==> config.mk <==
export PLATFORM = sky130hd
export DESIGN_NAME = dual_aux_pwm_timer
export DESIGN_NICKNAME = d
export VERILOG_FILES = /design/src/dapwm_pkg.sv /design/src/dapwm_step.sv /design/src/dapwm_chan.sv /design/src/dual_aux_pwm_timer.sv
export SDC_FILE = /design/constraint.sdc
export NUM_CORES = 1
export LEC_CHECK = 0
export ABC_AREA = 1
export CORE_UTILIZATION = 65
export DETAILED_ROUTE_END_ITERATION = 16
export DONT_BUFFER_PORTS = 1
export GPL_TIMING_DRIVEN = 0
export MAX_ROUTING_LAYER = met4
export PLACE_DENSITY = 0.9
export SYNTH_ARGS = -nofsm -noshare
export SYNTH_HDL_FRONTEND = slang
export SYNTH_HIERARCHICAL = 1
export SYNTH_SLANG_ARGS = --single-unit
==> constraint.sdc <==
create_clock -name mclk -period 4.1 [get_ports mclk]
set_clock_uncertainty 0.1 [all_clocks]
set_input_delay 0.82 -clock mclk [delete_from_list [all_inputs] [get_ports mclk]]
set_output_delay 0.82 -clock mclk [all_outputs]
set_load 0.02 [all_outputs]
==> src/dapwm_pkg.sv <==
package dapwm_pkg;
   // ==========================================================
   // Register map (word addresses, byte address = 4 * index)
   // ==========================================================
   localparam logic [3:0] ADDR_PERIOD_0   = 4'h0;
   localparam logic [3:0] ADDR_PERIOD_1   = 4'h1;
   localparam logic [3:0] ADDR_ON_TIME_0  = 4'h2;
   localparam logic [3:0] ADDR_ON_TIME_1  = 4'h3;
   localparam logic [3:0] ADDR_MODE_CTRL  = 4'h4;
   localparam logic [3:0] ADDR_STATUS     = 4'h5;
   localparam int         ADDR_WIDTH      = 4;

   // ==========================================================
   // Field layout and reset values
   // ==========================================================
   localparam int         MODE_SEL_BIT    = 8;
   localparam logic [7:0] RST_PERIOD      = 8'hFF;
   localparam logic [7:0] RST_ON_TIME     = 8'h00;
   localparam logic       RST_MODE_SEL    = 1'b0;
   localparam int         STEP_CYCLES     = 2;
   localparam logic [31:0] UNMAPPED_DATA  = 32'h0000_0000;

   // ==========================================================
   // Types
   // ==========================================================
   typedef enum logic {
      DAPWM_BUS_IDLE,
      DAPWM_BUS_DONE
   } dapwm_bus_t;
endpackage

==> src/dapwm_step.sv <==
`timescale 1ns/1ps
// Divides the clock into one-cycle time-step pulses, every STEP clocks.
module dapwm_step #(
   parameter int STEP = 2
) (
   input  wire logic mclk,
   input  wire logic rst,
   input  wire logic restart,
   output logic      tick
);
   typedef struct packed {
      logic [7:0] cnt;
      logic       tick;
   } dapwm_step_t;

   dapwm_step_t st;
   dapwm_step_t next_st;
   logic [7:0]  cur;

   // Count to STEP and pulse; a restart acts as a step boundary so the
   // first step after it is no longer than any other
   always_comb begin
      next_st      = st;
      next_st.tick = 1'b0;
      cur          = restart ? 8'h00 : st.cnt;
      if (cur == 8'(STEP - 1)) begin
         next_st.cnt  = 8'h00;
         next_st.tick = 1'b1;
      end else begin
         next_st.cnt = cur + 8'h01;
      end
   end

   // State register
   always_ff @(posedge mclk) begin
      if (rst) begin
         st <= '0;
      end else begin
         st <= next_st;
      end
   end

   assign tick = st.tick;
endmodule // dapwm_step

==> src/dapwm_chan.sv <==
`timescale 1ns/1ps
// One PWM channel: cycle counter in steps, on-time latched at cycle start.
module dapwm_chan (
   input  wire logic       mclk,
   input  wire logic       rst,
   input  wire logic       tick,
   input  wire logic       restart,
   input  wire logic       start,
   input  wire logic       use_start,
   input  wire logic [7:0] period,
   input  wire logic [7:0] on_time,
   output logic            cyc_start,
   output logic            pwm
);
   typedef struct packed {
      logic [7:0] cnt;
      logic [7:0] on_lat;
      logic       run;
      logic       pwm;
   } dapwm_chan_t;

   dapwm_chan_t st;
   dapwm_chan_t next_st;
   logic        wrap;
   logic [7:0]  pos;

   // Cycle start from restart, or from own wrap or external start pulse;
   // a period lowered below the count ends the cycle at the next step
   assign wrap      = tick && (st.cnt >= period);
   assign cyc_start = restart || (use_start ? start : wrap);

   // Counter, latch and output
   always_comb begin
      next_st = st;
      pos     = 8'h00;
      if (cyc_start) begin
         next_st.cnt    = 8'h00;
         next_st.on_lat = on_time;
         next_st.run    = 1'b1;
         pos            = 8'h00;
      end else if (tick) begin
         next_st.cnt = st.cnt + 8'h01;
         pos         = st.cnt + 8'h01;
      end else begin
         pos = st.cnt;
      end
      // High for on_lat steps from cycle start, full if on_lat > period
      if (cyc_start) begin
         next_st.pwm = (on_time != 8'h00);
      end else if (st.run) begin
         next_st.pwm = (pos < st.on_lat) || (st.on_lat > period);
      end
   end

   // State register
   always_ff @(posedge mclk) begin
      if (rst) begin
         st <= '0;
      end else begin
         st <= next_st;
      end
   end

   assign pwm = st.pwm;
endmodule // dapwm_chan

==> src/dual_aux_pwm_timer.sv <==
// Chosen here: register access over Avalon-MM and the register addresses.
`timescale 1ns/1ps
module dual_aux_pwm_timer
   import dapwm_pkg::*;
#(
   parameter int STEP = dapwm_pkg::STEP_CYCLES
) (
   input  wire logic                             mclk,
   input  wire logic                             rst,
   input  wire logic [dapwm_pkg::ADDR_WIDTH-1:0] avs_address,
   input  wire logic                             avs_read,
   input  wire logic                             avs_write,
   input  wire logic [31:0]                      avs_writedata,
   input  wire logic [3:0]                       avs_byteenable,
   output logic [31:0]                           avs_readdata,
   output logic                                  avs_waitrequest,
   output logic                                  aux_pwm_out_zero,
   output logic                                  aux_pwm_out_one
);
   import dapwm_pkg::*;

   // ==========================================================
   // State
   // ==========================================================
   typedef struct packed {
      logic [7:0]  aux_period_0;
      logic [7:0]  aux_period_1_or_offset;
      logic [7:0]  aux_on_time_0;
      logic [7:0]  aux_on_time_1;
      logic        mode_sel;
      dapwm_bus_t  bus;
      logic [31:0] rdata;
      logic        restart;
      logic        off_arm;
      logic [7:0]  off_cnt;
      logic        out0;
      logic        out1;
   } dapwm_top_t;

   dapwm_top_t st;
   dapwm_top_t next_st;

   logic       tick;
   logic       start0;
   logic       start1;
   logic       pwm0;
   logic       pwm1;
   logic       indep;
   logic [7:0] period1_eff;
   logic       off_fire;
   logic       wr_acc;
   logic       rd_acc;

   assign indep       = st.mode_sel;
   assign period1_eff = indep ? st.aux_period_1_or_offset : st.aux_period_0;
   assign wr_acc      = avs_write && (st.bus == DAPWM_BUS_IDLE);
   assign rd_acc      = avs_read && (st.bus == DAPWM_BUS_IDLE);
   assign off_fire    = st.off_arm && tick && (st.off_cnt == st.aux_period_1_or_offset);

   // ==========================================================
   // Time step and channels
   // ==========================================================
   dapwm_step #(
      .STEP (STEP)
   ) u_step (
      .mclk    (mclk),
      .rst     (rst),
      .restart (st.restart),
      .tick    (tick)
   );

   dapwm_chan u_ch0 (
      .mclk      (mclk),
      .rst       (rst),
      .tick      (tick),
      .restart   (st.restart),
      .start     (1'b0),
      .use_start (1'b0),
      .period    (st.aux_period_0),
      .on_time   (st.aux_on_time_0),
      .cyc_start (start0),
      .pwm       (pwm0)
   );

   dapwm_chan u_ch1 (
      .mclk      (mclk),
      .rst       (rst),
      .tick      (tick),
      .restart   (st.restart),
      .start     (off_fire),
      .use_start (!indep),
      .period    (period1_eff),
      .on_time   (st.aux_on_time_1),
      .cyc_start (start1),
      .pwm       (pwm1)
   );

   // ==========================================================
   // Register file, offset timer and output staging
   // ==========================================================
   always_comb begin
      next_st         = st;
      next_st.restart = 1'b0;
      next_st.out0    = pwm0;
      next_st.out1    = pwm1;

      // Bus handshake: one wait cycle, then acknowledge
      if (st.bus == DAPWM_BUS_DONE) begin
         next_st.bus = DAPWM_BUS_IDLE;
      end else if (avs_read || avs_write) begin
         next_st.bus = DAPWM_BUS_DONE;
      end

      // Writes, low byte lane for 8-bit fields, byte 1 for the mode bit
      if (wr_acc) begin
         if (avs_address == ADDR_PERIOD_0) begin
            if (avs_byteenable[0]) begin
               next_st.aux_period_0 = avs_writedata[7:0];
               next_st.restart      = indep;
            end
         end else if (avs_address == ADDR_PERIOD_1) begin
            if (avs_byteenable[0]) begin
               next_st.aux_period_1_or_offset = avs_writedata[7:0];
               next_st.restart                = indep;
            end
         end else if (avs_address == ADDR_ON_TIME_0) begin
            if (avs_byteenable[0]) begin
               next_st.aux_on_time_0 = avs_writedata[7:0];
            end
         end else if (avs_address == ADDR_ON_TIME_1) begin
            if (avs_byteenable[0]) begin
               next_st.aux_on_time_1 = avs_writedata[7:0];
            end
         end else if (avs_address == ADDR_MODE_CTRL) begin
            if (avs_byteenable[1]) begin
               next_st.mode_sel = avs_writedata[MODE_SEL_BIT];
            end
         end
      end

      // Reads, latched for the acknowledge cycle
      if (rd_acc) begin
         next_st.rdata = UNMAPPED_DATA;
         if (avs_address == ADDR_PERIOD_0) begin
            next_st.rdata[7:0] = st.aux_period_0;
         end else if (avs_address == ADDR_PERIOD_1) begin
            next_st.rdata[7:0] = st.aux_period_1_or_offset;
         end else if (avs_address == ADDR_ON_TIME_0) begin
            next_st.rdata[7:0] = st.aux_on_time_0;
         end else if (avs_address == ADDR_ON_TIME_1) begin
            next_st.rdata[7:0] = st.aux_on_time_1;
         end else if (avs_address == ADDR_MODE_CTRL) begin
            next_st.rdata[MODE_SEL_BIT] = st.mode_sel;
         end else if (avs_address == ADDR_STATUS) begin
            next_st.rdata[0] = st.out0;
            next_st.rdata[1] = st.out1;
            next_st.rdata[2] = st.off_arm;
         end
      end

      // Offset delay: counts (offset + 1) steps from channel zero start
      if (st.restart || indep) begin
         next_st.off_arm = 1'b0;
         next_st.off_cnt = 8'h00;
      end else if (start0) begin
         next_st.off_arm = 1'b1;
         next_st.off_cnt = 8'h00;
      end else if (off_fire) begin
         next_st.off_arm = 1'b0;
      end else if (st.off_arm && tick) begin
         next_st.off_cnt = st.off_cnt + 8'h01;
      end
   end

   // State register with documented reset values
   always_ff @(posedge mclk) begin
      if (rst) begin
         st                        <= '0;
         st.aux_period_0           <= RST_PERIOD;
         st.aux_period_1_or_offset <= RST_PERIOD;
         st.aux_on_time_0          <= RST_ON_TIME;
         st.aux_on_time_1          <= RST_ON_TIME;
         st.mode_sel               <= RST_MODE_SEL;
         st.bus                    <= DAPWM_BUS_IDLE;
      end else begin
         st <= next_st;
      end
   end

   // Outputs straight from flip-flops
   assign aux_pwm_out_zero = st.out0;
   assign aux_pwm_out_one  = st.out1;
   assign avs_readdata     = st.rdata;
   assign avs_waitrequest  = !(st.bus == DAPWM_BUS_DONE);
endmodule // dual_aux_pwm_timer

==> results.py, run 1 <==
metrics = {
    "outcome": {
        "outcome": "completed",
    },
    "synth": {
        "yosysTopAreaCellShare": 0.317,
        "synth_area_leader_cell": "dfxtp_1",
        "synthArstFlopShare": 0,
        "synth.area.top_cells": "dfxtp_1 (32%), ha_1 (10%), nand2_1 (9.3%)",
        "synth-seq-cells": 100,
        "synth.yosys.seq_area_share": 0.317,
        "ys_types": 44,
        "synthMostInstantiatedCell": "nand2_1",
        "synth-edff-count": 0,
        "syn_inst": 878,
        "syn_avg_cell_area_sq_um": 7.19,
        "synth_top_flop_cell": "dfxtp_1",
        "synth_commonest_cells": "nand2_1 (157), inv_1 (127), dfxtp_1 (100)",
        "ys_warn_count": 6,
        "syn_area_sq_um": 6310,
    },
    "clocking": {
        "clk_latency_ps": 370,
        "clock_path_buffers": 2,
        "cts_tree": "yes",
        "cts-root-buf": "clkbuf_8",
        "clock_sinks": 100,
        "cts_setup_buffers": 0,
        "htree_levels": 3,
        "cts_resized": 0,
        "cts_buffers": 9,
        "clk_pin_slew_ps": 100,
        "hold_buffers": 0,
    },
    "min_path": {
        "hold_path_class": "reg -> reg",
    },
    "worst_setup_path": {
        "cp_slowest_cell": "dfxtp_1",
        "end_kind": "register",
        "max_stage_delay_ps": 440,
        "cp_max_fo": 10,
        "crit_type": "reg -> reg",
        "cp.arrival_ps": 3800,
        "crit_top_cell": "nand2_1",
        "cp_data_required_time_ps": 4310,
        "path_cells": "clkbuf_1 -> nand2_1 -> o21ai_0 -> inv_1 -> ha_1 -> nand2_1 -> nor2_1 -> nand4_1 -> nand3_1 -> nand2_1 -> nand2_2 -> buf_2 -> nor2_1 -> ha_1 -> a21oi_1 -> nor3_1 -> a211oi_1 -> nand2_1 -> nand2_1 -> nand2_1 -> a21oi_2",
        "startpoint_type": "register",
        "r2r_slack_ps": 510,
    },
    "power": {
        "p_sw_frac": 0.281,
        "seqPwrFrac": 0.560,
        "powerDensity_nw_per_um2": 270,
        "p_leak_uw": 0.00344,
        "peakVddDrop_uv": 212,
        "pwr-share-comb": 0.128,
        "p_switching_uw": 511,
        "pwr-share-clk": 0.313,
        "intPower_uw": 1310,
    },
    "placement": {
        "portBuffers": 0,
        "gp_congestion": 0.966,
        "dp_hpwl_um": 11300,
    },
    "detailed_routing": {
        "drt_iter0_drc": 395,
        "met1Wirelength_um": 6550,
        "vias_per_cell": 5.41,
        "wl_per_cell_um": 14.2,
        "drtPass1Iterations": 5,
        "highest_layer": "met4",
        "met2WireLength_um": 6600,
        "routed_wl_um": 14800,
        "vias": 5667,
        "drc": 0,
        "wl_met3_um": 1120,
        "ant_nets": 0,
    },
    "die": {
        "core_sq_um": 9330,
        "die_x_um": 101,
        "die_h_um": 101,
        "placementRows": 35,
        "initial_core_util": 0.677,
        "ios": 79,
        "dieArea_sq_um": 10100,
    },
    "grt": {
        "globalRouteOverflowTotal": 0,
        "grt_max_degree": 16,
        "grt_pass1_vias": 5120,
        "grt_pass1_wl_um": 24300,
        "grt_antenna_before_repair": 0,
        "grt_usage": 0.316,
    },
    "final_layout": {
        "final-seq-area_sq_um": 2000,
        "antennaDiodeCount": 0,
        "syn_to_final_growth_pct": 6.68,
        "fill_cells": 729,
        "multi_input_area_sq_um": 3530,
        "nets": 1009,
        "drive_above_1_share": 0.132,
    },
    "sta": {
        "drv_slew": 0,
        "tns_ps": 0,
        "holdWs_ps": 371,
        "finalCritPeriodShare": 0.875,
        "setup_viol": 0,
        "period_needed_ps": 3590,
        "rsz0062_at_grt": "no",
        "tightest_slew_ps": 587,
        "hold_viol_final": 0,
        "max_freq_ghz": 0.279,
        "slew_headroom": 0.608,
    },
    "job": {
        "drv_cap": 0,
    },
}
[through the flow]
step	std cells	util	total power (uW)	instance area [sq um]	setup slack, ps
2_1_floorplan	903	-	1220	6410	1210
3_3_place_gp	1032	0.704	1260	6570	767
3_5_place_dp	1032	0.704	1260	6570	646
4_1_cts	1047	0.722	1810	6740	621
5_1_grt	1047	0.722	1880	6740	239
6_report	1047	0.722	1820	6740	511
[power groups by stage]
stage	Combinational [uW]	Sequential, uW	Clock [uW]
global route	256	1020	608
global placement	220	1040	0
finish	233	1020	568
CTS	229	1020	568
floorplan	191	1030	0
detailed placement	226	1040	0
[final timing paths]
| kind | to | depth (start not counted) | startpoint |
|---|---|---|---|
| max | u_ch1/pwm | 21 | indep |
| min | aux_pwm_out_one | 2 | u_ch1/pwm |
| max reg2reg | u_ch1/pwm | 21 | indep |
| min reg2reg | aux_pwm_out_one | 2 | u_ch1/pwm |
[layout make-up]
type,instances,share of cell area
clock inverter,5,0.00427
tap,129,0.0240
clock buffer,10,0.0204
inverter,136,0.0760
sequential,100,0.297
multi-input combinational,616,0.524
buffer,51,0.0540
[layer usage]
layer,vias up,track usage
li1,2848,-
met1,2536,0.408
met2,233,0.489
met3,50,0.0451
met4,0,0.151
met5,-,-
[cells by family after synthesis]
| family | after synthesis | synth area share |
|---|---|---|
| AND/OR/NAND/NOR | 380 | 0.290 |
| AO/OA/AOI/OAI | 141 | 0.128 |
| XOR/XNOR | 16 | 0.0222 |
| buffers and inverters | 187 | 0.139 |
| multiplexers | 2 | 0.00317 |
| adder cells (fa/ha/maj) | 51 | 0.101 |
| other | 1 | 0.000594 |
| flip-flops | 100 | 0.317 |
[sequential cells by signal, indices dropped and copies added, names as in the netlist]
name,flops
st,43
u_ch0/st,17
u_ch1/st,17
avs_readdata,9
u_step/st,8
aux_pwm_out_one,1
aux_pwm_out_zero,1
indep,1
u_ch0/pwm,1
u_ch1/pwm,1
u_step/tick,1
[cells in the final DEF (no fill, tap or decap), types with 9 or more instances in the layout]
cell      instances
nand3_1          49
a21oi_1          54
nor2_1           90
ha_1             51
buf_4            35
inv_1           127
o21ai_0          57
nand2_1         157
nand2_2          14
nor3_1           23
clkbuf_8         10
dfxtp_1         100
conb_1           26
nor4_1            9
[critical path: cells and delay by family, from the launching register on]
kind                     cells  cell delay, ps
flip-flops                   1             440
buffers and inverters        3             690
AO/OA/AOI/OAI                4             560
adder cells (fa/ha/maj)      2             590
AND/OR/NAND/NOR             12            1170
Note: power is estimated with default switching activity, not from simulation.
==> run 2, diff against run 1 <==
--- a/config.mk
+++ b/config.mk
@@ -11,7 +11,7 @@
 export DONT_BUFFER_PORTS = 1
 export GPL_TIMING_DRIVEN = 0
 export MAX_ROUTING_LAYER = met4
-export PLACE_DENSITY = 0.9
+export PLACE_DENSITY = 0.83
 export SYNTH_ARGS = -nofsm -noshare
 export SYNTH_HDL_FRONTEND = slang
 export SYNTH_HIERARCHICAL = 1
==> run 2 against run 1 <==
Net effect: die area stayed put; maximum frequency is 2.6% higher; highest routed layer unchanged; clock power is 15% higher; largest cell class unchanged; first-iteration DRC count is 8.6% higher; cell count hardly changed; power is 4.5% higher; clock-buffer cell count is 1 higher; routed wire length is 2.6% higher.
==> results.py, run 2 (same netlist as run 1, synthesis figures left out) <==
metrics = {
    "outcome": {
        "outcome": "completed",
    },
    "final_layout": {
        "fill_cells": 773,
        "top_register": "st",
        "reg_top3": "st (43), u_ch0/st (17), u_ch1/st (17)",
        "mostFrequentLayoutCells": "nand2_1 (157), inv_1 (127), dfxtp_1 (100)",
        "utilization": 0.726,
        "antennaDiodeCount": 0,
        "syn_to_final_growth_pct": 7.25,
        "nets": 1009,
        "largest_register_ffs": 43,
        "drive_above_1_share": 0.132,
        "final_common_cell": "nand2_1",
    },
    "sta": {
        "setup_ws_ps": 601,
        "slew_headroom": 0.645,
        "tns_ps": 0,
        "finalCritPeriodShare": 0.854,
        "tightest_slew_ps": 533,
        "rsz0062_at_grt": "no",
        "hold_viol_final": 0,
        "period_needed_ps": 3500,
        "drv_slew": 0,
        "holdWs_ps": 344,
        "setup_viol": 0,
        "max_freq_ghz": 0.286,
    },
    "worst_setup_path": {
        "reg2reg_to": "u_ch1/pwm",
        "r2r_slack_ps": 600,
        "cp.arrival_ps": 3700,
        "startpoint_type": "register",
        "cp_data_required_time_ps": 4300,
        "end_kind": "register",
        "cp_max_fo": 10,
        "reg2reg_depth": 22,
        "crit_type": "reg -> reg",
        "critPathLaunch": "indep",
        "rr_startpoint": "indep",
    },
    "clocking": {
        "htree_levels": 3,
        "cts-root-buf": "clkbuf_8",
        "cts_tree": "yes",
        "clk_latency_ps": 360,
        "cts_buffers": 9,
        "clock_path_buffers": 2,
        "cts_setup_buffers": 0,
        "hold_buffers": 0,
        "clk_pin_slew_ps": 100,
        "clock_sinks": 100,
        "cts_resized": 0,
    },
    "grt": {
        "grt_pass1_wl_um": 24900,
        "grt_usage": 0.323,
        "grt_pass1_vias": 5269,
        "grt_antenna_before_repair": 0,
        "grt_max_degree": 17,
        "globalRouteOverflowTotal": 0,
    },
    "detailed_routing": {
        "vias": 5727,
        "drc": 0,
        "ant_nets": 0,
        "wl_per_cell_um": 14.5,
        "drtPass1Iterations": 5,
        "drt_iter0_drc": 429,
        "vias_per_cell": 5.46,
        "routed_wl_um": 15200,
    },
    "power": {
        "pwr-share-clk": 0.344,
        "powerDensity_nw_per_um2": 280,
        "p_leak_uw": 0.00345,
        "p_sw_frac": 0.275,
        "seqPwrFrac": 0.536,
        "pwr-share-comb": 0.121,
        "intPower_uw": 1380,
        "p_switching_uw": 521,
        "peakVddDrop_uv": 224,
    },
    "min_path": {
        "min_to": "aux_pwm_out_zero",
        "min_path_cells": 2,
        "hold_path_class": "reg -> reg",
        "hold_path_startpoint": "u_ch0/pwm",
    },
    "placement": {
        "pre_cts_ws_ps": 673,
        "gp_congestion": 0.960,
        "dp_hpwl_um": 12200,
        "portBuffers": 0,
    },
    "die": {
        "initial_core_util": 0.677,
        "die_h_um": 101,
        "dieArea_sq_um": 10100,
        "ios": 79,
        "core_sq_um": 9330,
        "die_x_um": 101,
        "placementRows": 35,
    },
    "job": {
        "drv_cap": 0,
    },
}
[run 2: changes by cell type in the layout (fill, tap and decap cells not counted), sizes merged]
| cell | previous run | this run |
|---|---|---|
| clkbuf | 16 | 17 |
| clkinv | 7 | 6 |
| bufinv | 0 | 1 |
[run 2: final cells by class]
class | instances | area [sq um] | share of cell area
Multi-Input combinational cell | 616 | 3530 | 0.521
Sequential cell | 100 | 2000 | 0.296
Inverter | 136 | 512 | 0.0756
Buffer | 51 | 364 | 0.0538
Tap cell | 129 | 161 | 0.0238
Clock buffer | 11 | 141 | 0.0209
Clock inverter | 5 | 61.3 | 0.00905
[run 2: per-stage QoR]
stage	total power [uW]	area [sq um]	instances
after floorplan	1220	6410	903
after global placement	1260	6570	1032
after detailed placement	1260	6570	1032
after CTS	1900	6770	1048
after global routing	1970	6770	1048
final	1900	6770	1048
[run 2: how the worst max path moves through the flow]
stage	to	slack (ps)
2_1_floorplan	u_ch1/pwm	1210
3_3_place_gp	u_ch1/pwm	760
3_5_place_dp	u_ch1/pwm	670
4_1_cts	u_ch1/pwm	610
5_1_grt	u_ch1/pwm	240
6_report	u_ch1/pwm	600
[run 2: critical path: stages, from the launching register on]
cell,delay (ps)
dfxtp_1,430
clkbuf_1,310
nand2_1,90
o21ai_0,90
inv_1,100
ha_1,290
nand2_1,80
inv_1,40
nor2_1,90
o21a_1,160
nand3_1,90
nand2_1,110
nand2_2,140
buf_2,220
nor3_1,200
ha_1,290
inv_1,80
nor3_1,60
a211oi_1,160
nand2_1,90
nand2_1,70
nand2_1,60
a21oi_2,100
[run 2: routing by layer]
layer	wire length, um	global-route usage	vias up	share of wire
li1	-	-	2849	-
met1	6600	0.402	2632	0.43
met2	7280	0.534	211	0.48
met3	921	0.0437	35	0.061
met4	407	0.126	0	0.027
met5	0	-	-	0
[run 2: power groups by stage]
| stage | logic [uW] | registers [uW] | clock network (uW) |
|---|---|---|---|
| 2_1_floorplan | 191 | 1030 | 0 |
| 5_1_grt | 256 | 1020 | 698 |
| 3_5_place_dp | 226 | 1040 | 0 |
| 4_1_cts | 227 | 1020 | 661 |
| 3_3_place_gp | 217 | 1040 | 0 |
| 6_report | 229 | 1020 | 653 |
==> run 3, diff against run 2 <==
--- a/config.mk
+++ b/config.mk
@@ -5,13 +5,12 @@
 export SDC_FILE = /design/constraint.sdc
 export NUM_CORES = 1
 export LEC_CHECK = 0
-export ABC_AREA = 1
-export CORE_UTILIZATION = 65
+export CORE_UTILIZATION = 64
 export DETAILED_ROUTE_END_ITERATION = 16
 export DONT_BUFFER_PORTS = 1
 export GPL_TIMING_DRIVEN = 0
 export MAX_ROUTING_LAYER = met4
-export PLACE_DENSITY = 0.83
+export PLACE_DENSITY = 0.82
 export SYNTH_ARGS = -nofsm -noshare
 export SYNTH_HDL_FRONTEND = slang
 export SYNTH_HIERARCHICAL = 1
==> run 3 against run 2 <==
Net effect: largest cell class unchanged; utilization shrank 1.8 points; clock-buffer cell count shrank 2; maximum frequency shrank 4.4%; the run now ends with DRC left; highest routed layer unchanged; clock power grew 1%; non-clock buffer count grew 8; first-iteration DRC count shrank 18%; final area shrank 3.9%.
==> results.py, run 3 <==
metrics = {
    "sta": {
        "rsz0062_at_grt": "no",
        "slew_headroom": 0.468,
        "tightest_slew_ps": 791,
        "max_freq_ghz": 0.273,
        "tns_ps": 0,
        "hold_viol_final": 0,
        "finalCritPeriodShare": 0.893,
        "setup_viol": 0,
        "period_needed_ps": 3660,
        "drv_slew": 0,
    },
    "placement": {
        "placed_cells": 821,
        "gp_congestion": 0.928,
        "portBuffers": 0,
        "dp_hpwl_um": 11100,
        "placed_area_sq_um": 6300,
    },
    "grt": {
        "grt_pass1_wl_um": 23600,
        "top_usage_layer": "met2",
        "met1_usage": 0.379,
        "grt_max_degree": 22,
        "use_met3": 0.0738,
        "grt_antenna_before_repair": 0,
        "grt_pass1_vias": 4782,
        "use_met2": 0.510,
        "globalRouteOverflowTotal": 0,
        "grt_usage": 0.314,
    },
    "clocking": {
        "clock_path_buffers": 2,
        "cts_buffers": 9,
        "cts_tree": "yes",
        "cts_resized": 0,
        "htree_levels": 3,
        "cts-root-buf": "clkbuf_8",
        "clk_latency_ps": 380,
        "hold_buffers": 0,
        "clk_pin_slew_ps": 110,
        "cts_setup_buffers": 0,
        "clock_sinks": 100,
    },
    "die": {
        "die_x_um": 99.3,
        "ios": 79,
        "placementRows": 35,
        "initial_core_util": 0.659,
        "die_h_um": 99.3,
        "core_sq_um": 9200,
        "dieArea_sq_um": 9870,
    },
    "worst_setup_path": {
        "critPathLaunch": "indep",
        "max_stage_delay_ps": 680,
        "end_kind": "register",
        "path_cells": "mux2_2 -> inv_1 -> ha_1 -> a21oi_1 -> nor3b_1 -> a211o_1 -> buf_6 -> buf_4 -> nor2_1 -> ha_1 -> nand4_1 -> o21ai_0 -> a31oi_1 -> a22oi_1 -> o41ai_2",
        "cp_data_required_time_ps": 4300,
        "reg2reg_depth": 15,
        "startpoint_type": "register",
        "crit_type": "reg -> reg",
        "cp.arrival_ps": 3860,
        "rr_startpoint": "indep",
        "worstSetupEndpoint": "u_ch1/pwm",
        "crit_top_cell": "ha_1",
        "path_buf_inv": 3,
        "crit_cells": 15,
        "path_delay_family": "compound AO/OA/AOI/OAI gates",
        "cp_slowest_cell": "dfxtp_1",
        "r2r_slack_ps": 440,
        "reg2reg_to": "u_ch1/pwm",
        "cp_max_fo": 13,
    },
    "min_path": {
        "hold_path_class": "reg -> reg",
    },
    "detailed_routing": {
        "routed_wl_um": 14400,
        "drt_iter0_drc": 352,
        "ant_nets": 0,
        "vias": 4975,
        "vias_per_cell": 5.95,
        "drc": 2,
        "wl_per_cell_um": 17.2,
        "drtPass1Iterations": 11,
    },
    "final_layout": {
        "fill_cells": 715,
        "syn_to_final_growth_pct": 7.39,
        "top_register": "st",
        "antennaDiodeCount": 0,
        "nets": 815,
        "drive_above_1_share": 0.138,
        "reg_top3": "st (43), u_ch0/st (17), u_ch1/st (17)",
        "finalInstanceArea_sq_um": 6510,
        "largest_register_ffs": 43,
        "utilization": 0.708,
        "mostFrequentLayoutCells": "nor2_1 (100), dfxtp_1 (100), inv_1 (52)",
        "stdcell_count": 836,
    },
    "synth": {
        "synthArstFlopShare": 0,
        "synth-seq-cells": 100,
        "synth_top_flop_cell": "dfxtp_1",
        "syn_avg_cell_area_sq_um": 8.86,
        "synth.area.top_cells": "dfxtp_1 (33%), ha_1 (11%), mux2i_1 (7.1%)",
        "synth.yosys.seq_area_share": 0.330,
        "yosysTopAreaCellShare": 0.330,
        "synth_commonest_cells": "dfxtp_1 (100), nor2_1 (100), inv_1 (52)",
        "ys_types": 62,
        "syn_area_sq_um": 6060,
        "synth_area_leader_cell": "dfxtp_1",
        "ys_warn_count": 6,
        "syn_inst": 684,
        "synth-edff-count": 0,
    },
    "power": {
        "powerDensity_nw_per_um2": 288,
        "peakVddDrop_uv": 298,
        "p_leak_uw": 0.00287,
        "finalPower_uw": 1870,
    },
    "outcome": {
        "violations": "DRC",
        "outcome": "complete, but fails checks",
    },
    "job": {
        "drv_cap": 0,
    },
}
## run 3: cell type report
class / count / area (sq um) / share of cell area
Sequential cell: 100 / 2000 / 0.308
Clock inverter: 7 / 91.3 / 0.0140
Multi-Input combinational cell: 498 / 3560 / 0.547
Inverter: 52 / 195 / 0.0300
Buffer: 59 / 400 / 0.0615
Tap cell: 111 / 139 / 0.0213
Clock buffer: 9 / 124 / 0.0190
## run 3: power by group
part           total (uW)  internal, uW  switching, uW  leakage [uW]
logic                 204          84.8            119       0.00195
clock network         661           250            411      0.000106
registers            1010           988           21.7      0.000809
## run 3: worst reg2reg max path: stages (launching register included)
cell,delay (ps)
dfxtp_1,680
mux2_2,400
inv_1,100
ha_1,260
a21oi_1,170
nor3b_1,60
a211o_1,310
buf_6,170
buf_4,170
nor2_1,130
ha_1,260
nand4_1,120
o21ai_0,80
a31oi_1,170
a22oi_1,110
o41ai_2,270
## run 3: per-stage QoR
stage | worst slack [ps] | hold WS (ps)
2_1_floorplan | 750 | 332
3_3_place_gp | 358 | 344
3_5_place_dp | 305 | 356
4_1_cts | 258 | 372
5_1_grt | 118 | 376
6_report | 439 | 379
## run 3: worst min path at each step
stage                                from         endpoint  slack (ps)  depth (start not counted)
after floorplan           avs_readdata[8]  avs_readdata[8]         330                          2
after detailed placement  avs_readdata[8]  avs_readdata[8]         360                          2
final                     avs_readdata[8]  avs_readdata[8]         380                          2
after global routing                  rst     u_step/st[6]         380                          1
after global placement    avs_readdata[8]  avs_readdata[8]         340                          2
after CTS                 avs_readdata[8]  avs_readdata[8]         370                          2
## run 3: logic make-up (layout without fill, tap and decap cells)
group	Yosys count	count (layout)	share of synthesized area
xor+xnor	25	25	0.0386
buf+inv	112	127	0.0989
fa+ha+maj	51	51	0.105
simple gates	232	232	0.201
flops	100	100	0.330
compound gates	107	107	0.121
other cells	1	27	0.000619
mux	56	56	0.104
## run 3: layer usage
metal	wire length [um]	up-vias	part of all wire
met1	6130	2314	0.43
met2	6720	220	0.47
met3	1090	44	0.076
met4	417	0	0.029
li1	-	2397	-
met5	0	-	0
